`src/men_consts.svh`:
```
// constants of the motion event notifier: timing figures and counts
`ifndef MEN_CONSTS_SVH
`define MEN_CONSTS_SVH
// all timing figures are sized to the counter width so the products never wrap
`define MEN_CLK_HZ 38'h2FAF080
`define MEN_SEC_PER_MIN 38'h3C
`define MEN_MS_PER_S 38'h3E8
`define MEN_KA_PERIOD_MIN 38'h1E
`define MEN_KA_CYCLES (`MEN_KA_PERIOD_MIN * `MEN_SEC_PER_MIN * `MEN_CLK_HZ)
`define MEN_WAIT_WIN_S 38'h3C
`define MEN_WAIT_CYCLES (`MEN_WAIT_WIN_S * `MEN_CLK_HZ)
`define MEN_ACK_TIMEOUT_MS 38'h14
`define MEN_ACK_CYCLES (`MEN_ACK_TIMEOUT_MS * (`MEN_CLK_HZ / `MEN_MS_PER_S))
`define MEN_MAX_RETRY 2'h3
`define MEN_TRY_ONE 2'h1
// failure count at which the next timeout gives up
`define MEN_TRY_LAST (`MEN_MAX_RETRY - `MEN_TRY_ONE)
`define MEN_CNT_W 38
`define MEN_TRY_W 2
`define MEN_TRY_ZERO 2'h0
`define MEN_CNT_ZERO 38'h0
`define MEN_CNT_ONE 38'h1
`endif

```
`src/men_pkg.sv`:
```
// types of the motion event notifier
`default_nettype none
package men_pkg;
  typedef enum logic [1:0] {
    MEN_MSG_MOTION,
    MEN_MSG_KEEPALIVE,
    MEN_MSG_KEEPALIVE_MULTI
  } men_msg_t;
  // one message request towards the radio
  typedef struct packed {
    logic valid;
    logic retry;
    men_msg_t kind;
  } men_tx_t;
  typedef enum {
    MEN_IDLE,
    MEN_SEND,
    MEN_WAIT_ACK
  } men_state_t;
endpackage
`default_nettype wire

```
`src/men_notifier.sv`:
```
// motion event notifier: notification, keep-alive, ack/retry and loss sequencer
// Summary of operation
// - a motion interrupt outside an open wait window starts a motion notification.
// - a keep-alive is sent every 30 minutes regardless of motion.
// - after each send, wait for acknowledge; resend the same message if none.
// - at most 2 retries; three consecutive failures raise the lost-network LED.
// - after loss, try again at the next keep-alive or motion event.
// - after a motion interrupt stay in standby with a wait window open.
// - wait window lasts 60 s; interrupts inside it join the same event.
// - interrupts closer than the window never yield another motion notification.
// - keep-alive during merging carries a multiple-interrupts indication.
`timescale 1ns/1ps
`default_nettype none
`include "men_consts.svh"
module men_notifier
  import men_pkg::*;
#(
  parameter logic [`MEN_CNT_W-1:0] KA_CYCLES = `MEN_KA_CYCLES,
  parameter logic [`MEN_CNT_W-1:0] WAIT_CYCLES = `MEN_WAIT_CYCLES,
  parameter logic [`MEN_CNT_W-1:0] ACK_CYCLES = `MEN_ACK_CYCLES
) (
  input wire logic ref_clk_i,
  input wire logic rst_i,
  input wire logic motion_irq_i,
  input wire logic tx_ready_i,
  input wire logic ack_i,
  input wire logic ack_downlink_i,
  output var men_tx_t tx_req_o,
  output logic standby_o,
  output logic lost_network_o,
  output logic downlink_pending_o
);

  men_state_t state_reg, state_next;
  men_msg_t msg_reg, msg_next;
  logic [`MEN_CNT_W-1:0] ka_cnt_reg, ka_cnt_next;
  logic [`MEN_CNT_W-1:0] win_cnt_reg, win_cnt_next;
  logic [`MEN_CNT_W-1:0] ack_cnt_reg, ack_cnt_next;
  logic [`MEN_TRY_W-1:0] fail_reg, fail_next;
  logic win_open_reg, win_open_next;
  logic multi_reg, multi_next;
  logic motion_pend_reg, motion_pend_next;
  logic ka_pend_reg, ka_pend_next;
  logic retry_reg, retry_next;
  logic lost_reg, lost_next;
  logic dl_reg, dl_next;
  logic ka_tick;
  logic new_event;

  // down-counter helper shared by all timers
  function automatic logic [`MEN_CNT_W-1:0] men_dec(input logic [`MEN_CNT_W-1:0] v);
    men_dec = (v == `MEN_CNT_ZERO) ? `MEN_CNT_ZERO : v - `MEN_CNT_ONE;
  endfunction

  assign ka_tick = (ka_cnt_reg == `MEN_CNT_ONE);
  assign new_event = motion_irq_i && !win_open_reg;

  // timers, event capture and the send / ack sequencer
  always_comb begin
    state_next = state_reg;
    msg_next = msg_reg;
    fail_next = fail_reg;
    retry_next = retry_reg;
    lost_next = lost_reg;
    dl_next = dl_reg;
    ack_cnt_next = men_dec(ack_cnt_reg);
    // free-running keep-alive period, reloaded on expiry
    ka_cnt_next = ka_tick ? KA_CYCLES : men_dec(ka_cnt_reg);
    ka_pend_next = ka_pend_reg || ka_tick;
    // window restarts on every interrupt, so a busy area stays one event
    win_open_next = win_open_reg;
    win_cnt_next = men_dec(win_cnt_reg);
    multi_next = multi_reg;
    if (motion_irq_i) begin
      win_open_next = 1'b1;
      win_cnt_next = WAIT_CYCLES;
      if (win_open_reg) begin
        multi_next = 1'b1;
      end
    end else if (win_open_reg && win_cnt_reg == `MEN_CNT_ONE) begin
      win_open_next = 1'b0;
      multi_next = 1'b0;
    end
    motion_pend_next = motion_pend_reg || new_event;
    case (state_reg)
      MEN_IDLE: begin
        // motion has priority; a pending keep-alive follows it
        if (motion_pend_reg) begin
          msg_next = MEN_MSG_MOTION;
          motion_pend_next = new_event;
          retry_next = 1'b0;
          state_next = MEN_SEND;
        end else if (ka_pend_reg) begin
          msg_next = multi_reg ? MEN_MSG_KEEPALIVE_MULTI : MEN_MSG_KEEPALIVE;
          ka_pend_next = ka_tick;
          retry_next = 1'b0;
          state_next = MEN_SEND;
        end
      end
      MEN_SEND: begin
        if (tx_ready_i) begin
          ack_cnt_next = ACK_CYCLES;
          state_next = MEN_WAIT_ACK;
        end
      end
      MEN_WAIT_ACK: begin
        if (ack_i) begin
          fail_next = `MEN_TRY_ZERO;
          lost_next = 1'b0;
          dl_next = ack_downlink_i && msg_reg != MEN_MSG_MOTION;
          state_next = MEN_IDLE;
        end else if (ack_cnt_reg == `MEN_CNT_ONE) begin
          if (fail_reg == `MEN_TRY_LAST) begin
            // third consecutive failure: give up until the next trigger
            fail_next = `MEN_TRY_ZERO;
            lost_next = 1'b1;
            state_next = MEN_IDLE;
          end else begin
            fail_next = fail_reg + `MEN_TRY_ONE;
            retry_next = 1'b1;
            state_next = MEN_SEND;
          end
        end
      end
      default: begin
        state_next = MEN_IDLE;
      end
    endcase
  end

  // registers only
  always_ff @(posedge ref_clk_i) begin
    if (rst_i) begin
      state_reg <= MEN_IDLE;
      msg_reg <= MEN_MSG_KEEPALIVE;
      ka_cnt_reg <= KA_CYCLES;
      win_cnt_reg <= `MEN_CNT_ZERO;
      ack_cnt_reg <= `MEN_CNT_ZERO;
      fail_reg <= `MEN_TRY_ZERO;
      win_open_reg <= 1'b0;
      multi_reg <= 1'b0;
      motion_pend_reg <= 1'b0;
      ka_pend_reg <= 1'b0;
      retry_reg <= 1'b0;
      lost_reg <= 1'b0;
      dl_reg <= 1'b0;
    end else begin
      state_reg <= state_next;
      msg_reg <= msg_next;
      ka_cnt_reg <= ka_cnt_next;
      win_cnt_reg <= win_cnt_next;
      ack_cnt_reg <= ack_cnt_next;
      fail_reg <= fail_next;
      win_open_reg <= win_open_next;
      multi_reg <= multi_next;
      motion_pend_reg <= motion_pend_next;
      ka_pend_reg <= ka_pend_next;
      retry_reg <= retry_next;
      lost_reg <= lost_next;
      dl_reg <= dl_next;
    end
  end

  // request is a handshake output; kind comes from a flop
  // one process drives the whole struct so no field has a second driver
  always_comb begin
    tx_req_o.valid = (state_reg == MEN_SEND);
    tx_req_o.retry = retry_reg;
    tx_req_o.kind = msg_reg;
  end
  assign standby_o = win_open_reg;
  assign lost_network_o = lost_reg;
  assign downlink_pending_o = dl_reg;
endmodule
`default_nettype wire

```
`config.mk`:
```
export PLATFORM = sky130hd
export DESIGN_NAME = men_notifier
export DESIGN_NICKNAME = d
export VERILOG_FILES = /design/src/men_pkg.sv /design/src/men_notifier.sv
export VERILOG_INCLUDE_DIRS = /design/src
export SDC_FILE = /design/constraint.sdc
export NUM_CORES = 1
export LEC_CHECK = 0
export BUFFER_PORTS_ARGS = -buffer_cell sky130_fd_sc_hd__buf_2
export CORE_ASPECT_RATIO = 1.2
export CORE_MARGIN = 8
export CORE_UTILIZATION = 55
export CTS_CLUSTER_SIZE = 25
export DETAILED_ROUTE_END_ITERATION = 8
export PLACE_DENSITY_LB_ADDON = 0.05
export SLEW_MARGIN = 20
export SYNTH_ARGS = -nofsm -noshare
export SYNTH_HDL_FRONTEND = slang
export SYNTH_SLANG_ARGS = --single-unit
```
`constraint.sdc`:
```
create_clock -name ref_clk_i -period 2.87 [get_ports ref_clk_i]
set_input_delay 0.4305 -clock ref_clk_i [delete_from_list [all_inputs] [get_ports ref_clk_i]]
set_output_delay 0.4305 -clock ref_clk_i [all_outputs]
set_load 0.05 [all_outputs]
```
Yosys cells after proc, flatten, opt, wreduce, memory -nomap -nowiden
Cells that the tools add are included.
Word-level totals
  register bits: 157
  latch bits: 0
  bits in writable memories: 0
  bits in read-only memories: 0
  bits of input ports: 6
  word-level logic and storage cells: 96
  memories: 0
Cells by class
  $add $sub $neg: 4
  $mul: 0
  div/mod/pow operators: 0
  $lt $le $gt $ge: 0
  equal/unequal tests: 14
  shift operators: 0
  multiplexer cells: 37
  bitwise operators: 0
  reduce and logical (&&, ||, !) cells: 26
Operator list (number)
  2-to-1 mux 32 bit: 7
  == test 38 x 1 -> 1 bit (second input constant): 3
  zero test 38 bit: 3
  2-to-1 mux 38 bit: 3
  subtractor 38 x 1 -> 38 bit (second input constant): 3
  one-hot mux 32 bit (3 select lines): 1
  == test 32 x 2 -> 1 bit (second input constant): 2
  2-to-1 mux 37 bit: 1
  == test 32 x 1 -> 1 bit (second input constant): 1
  zero test 32 bit: 1
  2-to-1 mux 1 bit: 18
  2-to-1 mux 2 bit: 6
  nonzero test 2 bit: 6
  != test 2 bit (second input constant): 4
  AND reduction 2 bit: 4
  != test 3 bit (second input constant): 2
  AND reduction 3 bit: 2
  OR reduction 3 bit: 2
  AND reduction 5 bit: 1
  logical AND 1 bit: 3
  adder 2 x 1 -> 2 bit (second input constant): 1
  == test 2 bit (second input constant): 1
  logical OR 1 bit: 2
  != test 2 x 1 -> 1 bit (second input constant): 1
  3 further kinds: 3

Longest topological paths before layout
Gate-level depths: netlist of run 1.
  depth in word-level cells: 5
  mapped depth: 9

Worst setup path after synthesis of run 1
No wires, ideal clock.
  path kind: flip-flop to flip-flop
  start point: reg ka_cnt_reg[0]
  end point: reg ka_cnt_reg[34]
  library setup time: 0.129 ns
  arrival: 2.128 ns
  slack: 0.613 ns
  cell stages (with the launch flop): 10
  clock period less this slack: 2.257 ns
  path through: dfxtp_1 -> inv_1 -> ha_1 -> or4b_1 -> clkbuf_1 -> or3_1 -> buf_2 -> nor4_1 -> xnor2_1 -> o21ai_1
Between the ends
  cells in the longest elaborated chain, start to end: 2
Ends and longest elaborated chain
  from (decl): RTL line men_notifier.sv:36  | logic [`MEN_CNT_W-1:0] ka_cnt_reg, ka_cnt_next;
  from (signal assigned): RTL line men_notifier.sv:150  | ka_cnt_reg <= ka_cnt_next;
  subtractor 38 x 1 -> 38 bit (no line), or another cell as far along
  2-to-1 mux 37 bit (no line) or OR reduction 2 bit (tied branches)
Parallel ways exist; a longest one is shown, timed or not.
A chain may end at the register's enable or synchronous reset.

Final worst setup path of run 1
  start point: reg ka_cnt_reg[7]
  end point: reg ka_cnt_reg[9]
Between the ends
  cells in the longest elaborated chain, start to end: 2
Ends and longest elaborated chain
  parallel branches: the longest is 2 deep, another holds subtractor 38 x 1 -> 38 bit
Several ways; the timed one is not identified.

==> flow_metrics.tcl, run 1 <==
set metrics [dict create \
    grt_usage 0.177 \
    critPathLaunchType "flop" \
    fin_worst_skew_ps 7.61 \
    relSlewSlack 0.491 \
    pwr-share-comb 0.306 \
    cts-root-buf "clkbuf_16" \
    coreArea_um2 10600 \
    finalHoldViolCount 0 \
    cts_buffers 17 \
    hold_ws_ps 318 \
    synth_most_common_cell "dfxtp_1" \
    die_w_um 111 \
    p_switching_uw 2150 \
    drtIter0Drc 192 \
    synth_edf_count 0 \
    num_io_pins 13 \
    p_total_uw 6430 \
    ys_warn_count 0 \
    path_buf_inv 1 \
    synth_top_area_share 0.426 \
    internal_power_uw 4280 \
    syn-instance-count 676 \
    wl_per_cell_um 15.0 \
    fin_setup_tns_ps 0 \
    synth.area.top_cells "dfxtp_1 (43%), nor2_1 (6.5%), xor2_1 (6.5%), xnor2_1 (6.0%), a21oi_1 (3.0%)" \
    leakagePower_uw 0.00244 \
    period_needed_ps 2600 \
    worstPathCellList "or4_1, or3_1, nor4_2, a31o_2, buf_4, a21oi_1" \
    yosysUniqueCellTypes 57 \
    initial_core_util 0.564 \
    n_fill_cell 941 \
    cts_hold_buf 0 \
    grt_max_degree 27 \
    gp_congestion 0.807 \
    ys_async_sr_fraction 0 \
    cts_setup_buffers 0 \
    maxSlewViolCount 0 \
    area_growth_pct 14.0 \
    layout-drive-gt1-share 0.141 \
    yosysTopAreaCell "dfxtp_1" \
    antenna_found_initial 0 \
    ir_worst_vdd_v 0.000846 \
    max_stage_delay_ps 570 \
    drc_errors 0 \
    final_nets 709 \
    die_y_um 130 \
    rsz0062_at_grt "false" \
    dieArea_um2 14400 \
    required_ps 3130 \
    cts.repair.resized 0 \
    path_max_fanout 16 \
    synth.avg_cell_area_um2 8.82 \
    cts_tree "done" \
    holdCritPathClass "in2reg" \
    dr.pass1.iters 5 \
    final_cell_area_um2 6790 \
    powerDensity_nw_per_um2 947 \
    n_antenna_cell 0 \
    ys_seq_area_frac 0.426 \
    crit_type "reg2reg" \
    drtAntennaViolNets 0 \
    dpl-instance-area_um2 6190 \
    dr_total_vias 4822 \
    port_buffers 12 \
    clk_pin_slew_ps 50 \
    crit_path_end_kind "flop" \
    yosys_register_bits 127 \
    max_cap_violations 0 \
    clk_latency_ps 410 \
    syn-num-nets 689 \
    clock.fmax_mhz 385 \
    first_global_vias 4585 \
    synth_flop_cell "dfxtp_1" \
    clockPowerShare 0.334 \
    grt_pass1_wl_mm 21.2 \
    clock_path_buffers 2 \
    arrival_ps 2860 \
    crit_cells 6 \
    finalSetupViolCount 0 \
    num_rows 41 \
    tightest_slew_ps 761 \
    dpl.hpwl_mm 8.66 \
    cts_max_level 4 \
    status "complete, no violations" \
    cts_sinks 127 \
    postLayoutCoreUtil 0.643 \
    cpLargestDelayFamily "simple AND/OR/NAND/NOR gates" \
    rr_worst_depth 6 \
    synth.top_cells.by_count "dfxtp_1 (127), nor2_1 (103), xor2_1 (44)" \
    grt_overflow 0 \
    vias_per_cell 5.75 \
    swShare 0.334 \
    critPathSlowestCell "or4_1" \
    synth_area_um2 5960 \
    power_frac_seq 0.360 \
    fin_crit_sh 0.906 \
    drt_wl_total_mm 12.6 \
    min_delay_path_depth 3 \
]
worst min-delay path, cell delays in order:
cell and delay, ps:
buf_2 120, nand2_1 70, a21oi_1 60
per-stage QoR:
stage	std cells	setup WS, ps
global placement	806	379
detailed placement	806	322
floorplan	676	613
CTS	838	288
global route	838	80.7
finish	838	271
power by group through the flow:
stage	Combinational, uW	Clock [uW]	Sequential [uW]
after detailed placement	1950	0	2350
after CTS	1980	2190	2320
after global placement	1920	0	2330
after floorplan	1480	0	2290
after global routing	2200	2280	2360
final	1970	2150	2320
per-layer routing:
| metal | GRT usage | vias up | wire length, um |
|---|---|---|---|
| met1 | 0.203 | 2284 | 5620 |
| met2 | 0.310 | 80 | 6340 |
| li1 | - | 2445 | - |
| met3 | 0.0464 | 13 | 453 |
| met5 | 0 | - | 0 |
| met4 | 0.0723 | 0 | 162 |
cell type report:
| type | count | area [um^2] | share of cell area |
|---|---|---|---|
| multi-input cells | 506 | 3230 | 0.475 |
| flip-flops and latches | 127 | 2540 | 0.374 |
| clock buffers | 21 | 460 | 0.0678 |
| repair buffers | 34 | 225 | 0.0331 |
| well taps | 129 | 161 | 0.0238 |
| clock inverters | 11 | 139 | 0.0204 |
| inverters | 10 | 37.5 | 0.00552 |
worst paths after layout:
check / from / endpoint / slack (ps)
max reg2reg: ka_cnt_reg[7] / ka_cnt_reg[9] / 270
max: ka_cnt_reg[7] / ka_cnt_reg[9] / 270
min reg2reg: win_cnt_reg[7] / win_cnt_reg[7] / 470
min: tx_ready_i / state_reg[1] / 320
cell families (layout without fill, tap and decap cells):
kind of cell / count (synthesis) / count (layout) / synth area share
AND/OR/NAND/NOR: 315 / 315 / 0.305
flip-flops: 127 / 127 / 0.426
AO/OA/AOI/OAI: 99 / 99 / 0.0957
XOR/XNOR: 85 / 85 / 0.125
buffers and inverters: 43 / 76 / 0.0338
adder cells (fa/ha/maj): 7 / 7 / 0.0147
cells in the final DEF, fill, tap and decap left out, types with 17 or more instances in the layout:
| master | instances |
|---|---|
| nor3_1 | 28 |
| or4_1 | 21 |
| a21oi_1 | 36 |
| dfxtp_1 | 127 |
| nor4_1 | 19 |
| nor2_1 | 103 |
| nand2_1 | 21 |
| xnor2_1 | 41 |
| or3_1 | 23 |
| xor2_1 | 44 |
| nand3_1 | 17 |
| nand4_1 | 18 |
| o21ai_0 | 26 |
| buf_4 | 22 |
| clkbuf_16 | 17 |
Note: power is estimated with default switching activity, not from simulation.
==> run 2, diff against run 1 <==
--- a/config.mk
+++ b/config.mk
@@ -13,6 +13,7 @@
 export CTS_CLUSTER_SIZE = 25
 export DETAILED_ROUTE_END_ITERATION = 8
 export PLACE_DENSITY_LB_ADDON = 0.05
+export RECOVER_POWER = 100
 export SLEW_MARGIN = 20
 export SYNTH_ARGS = -nofsm -noshare
 export SYNTH_HDL_FRONTEND = slang
==> run 2 against run 1 <==
Effect of this change:
- clock skew increased by 0.90 ps
- via count shrank 0.56%
- first-iteration DRC count is 3.6% higher
- highest routed layer unchanged
- sequential power about the same
- maximum frequency shrank 0.40%
- critical path type unchanged
==> flow_metrics.tcl, run 2 (same netlist as run 1, synthesis figures left out) <==
set metrics [dict create \
    status "complete, no violations" \
    min_from "tx_ready_i" \
    initial_core_util 0.564 \
    cts_tree "done" \
    drtIter0Drc 199 \
    ir_worst_vdd_v 0.000846 \
    final_common_cell "dfxtp_1" \
    grt_pass1_wl_mm 21.2 \
    critPathLaunchType "flop" \
    relSlewSlack 0.550 \
    cts_max_level 4 \
    fin_worst_skew_ps 8.50 \
    drtAntennaViolNets 0 \
    antenna_found_initial 0 \
    dpl.hpwl_mm 8.66 \
    layout-drive-gt1-share 0.118 \
    cts.repair.resized 0 \
    dr_total_vias 4795 \
    worstReg2RegStart "ack_cnt_reg[11]" \
    tightest_slew_ps 674 \
    crit_path_end_kind "flop" \
    drc_errors 0 \
    fin_crit_sh 0.909 \
    required_ps 3160 \
    first_global_vias 4585 \
    cts_sinks 127 \
    cts_setup_buffers 0 \
    final_cell_area_um2 6730 \
    final_cell_mix "dfxtp_1 (127), nor2_1 (103), xor2_1 (44)" \
    gp_congestion 0.807 \
    port_buffers 12 \
    arrival_ps 2900 \
    cts_hold_buf 0 \
    path_max_fanout 18 \
    dp_cells 806 \
    leakagePower_uw 0.00240 \
    p_total_uw 6390 \
    cts-root-buf "clkbuf_16" \
    coreArea_um2 10600 \
    finalHoldViolCount 0 \
    n_antenna_cell 0 \
    startpoint "ack_cnt_reg[11]" \
    holdCritPathClass "in2reg" \
    maxSlewViolCount 0 \
    grt_usage 0.177 \
    fin_setup_tns_ps 0 \
    grt_overflow 0 \
    period_needed_ps 2610 \
    finalSetupViolCount 0 \
    crit_type "reg2reg" \
    num_io_pins 13 \
    powerDensity_nw_per_um2 949 \
    clock_path_buffers 2 \
    final_nets 709 \
    area_growth_pct 12.9 \
    vias_per_cell 5.72 \
    max_cap_violations 0 \
    cts_buffers 17 \
    die_w_um 111 \
    clk_latency_ps 410 \
    clock.fmax_mhz 383 \
    drt_wl_total_mm 12.5 \
    dpl-instance-area_um2 6190 \
    grt_max_degree 27 \
    rsz0062_at_grt "false" \
    final-instance-count-excl-fill 838 \
    dieArea_um2 14400 \
    num_rows 41 \
    clk_pin_slew_ps 60 \
    die_y_um 130 \
    dr.pass1.iters 4 \
    wl_per_cell_um 14.9 \
]
-- run 2: cell types whose count changed in the layout (fill, tap and decap cells not counted), sizes merged --
cell / delta
buf: -10
clkbuf: +10
-- run 2: worst paths after layout --
path | to | slack [ps] | cells after the start
setup / recovery | ack_cnt_reg[21] | 260 | 6
setup reg to reg | ack_cnt_reg[21] | 260 | 6
hold / removal | state_reg[1] | 320 | 3
hold reg to reg | ack_cnt_reg[15] | 470 | 2
-- run 2: cell type report --
type / instances / area (um^2)
Sequential cell: 127 / 2540
Multi-Input combinational cell: 506 / 3190
Tap cell: 129 / 161
Timing Repair Buffer: 34 / 206
Clock inverter: 11 / 139
Inverter: 10 / 37.5
Fill cell: 952 / 3830
Clock buffer: 21 / 460
-- run 2: stage by stage --
| stage | worst slack, ps | hold slack, ps | utilization |
|---|---|---|---|
| after global placement | 379 | 446 | 0.586 |
| final | 261 | 320 | 0.637 |
| after global routing | 60.1 | 308 | 0.637 |
| after CTS | 288 | 311 | 0.642 |
| after detailed placement | 322 | 461 | 0.586 |
| after floorplan | 613 | 436 | - |
-- run 2: where the power goes --
part / switching (uW) / total, uW / internal [uW]
registers: 269 / 2320 / 2050
logic: 1110 / 1930 / 814
clock network: 743 / 2150 / 1400
total: 2120 / 6390 / 4270
-- run 2: critical path: stages, from the launching register on --
cell     delay (ps)
dfxtp_1         320
or4_4           570
nor4_4          540
nand4_1         370
o21ai_0         340
buf_4           280
nor2_1           70
-- run 2: layer usage --
| metal | wire, um | up-vias | track usage |
|---|---|---|---|
| met3 | 456 | 7 | 0.0464 |
| met4 | 99 | 0 | 0.0723 |
| met2 | 6350 | 72 | 0.310 |
| li1 | - | 2441 | - |
| met1 | 5580 | 2275 | 0.203 |
| met5 | 0 | - | 0 |
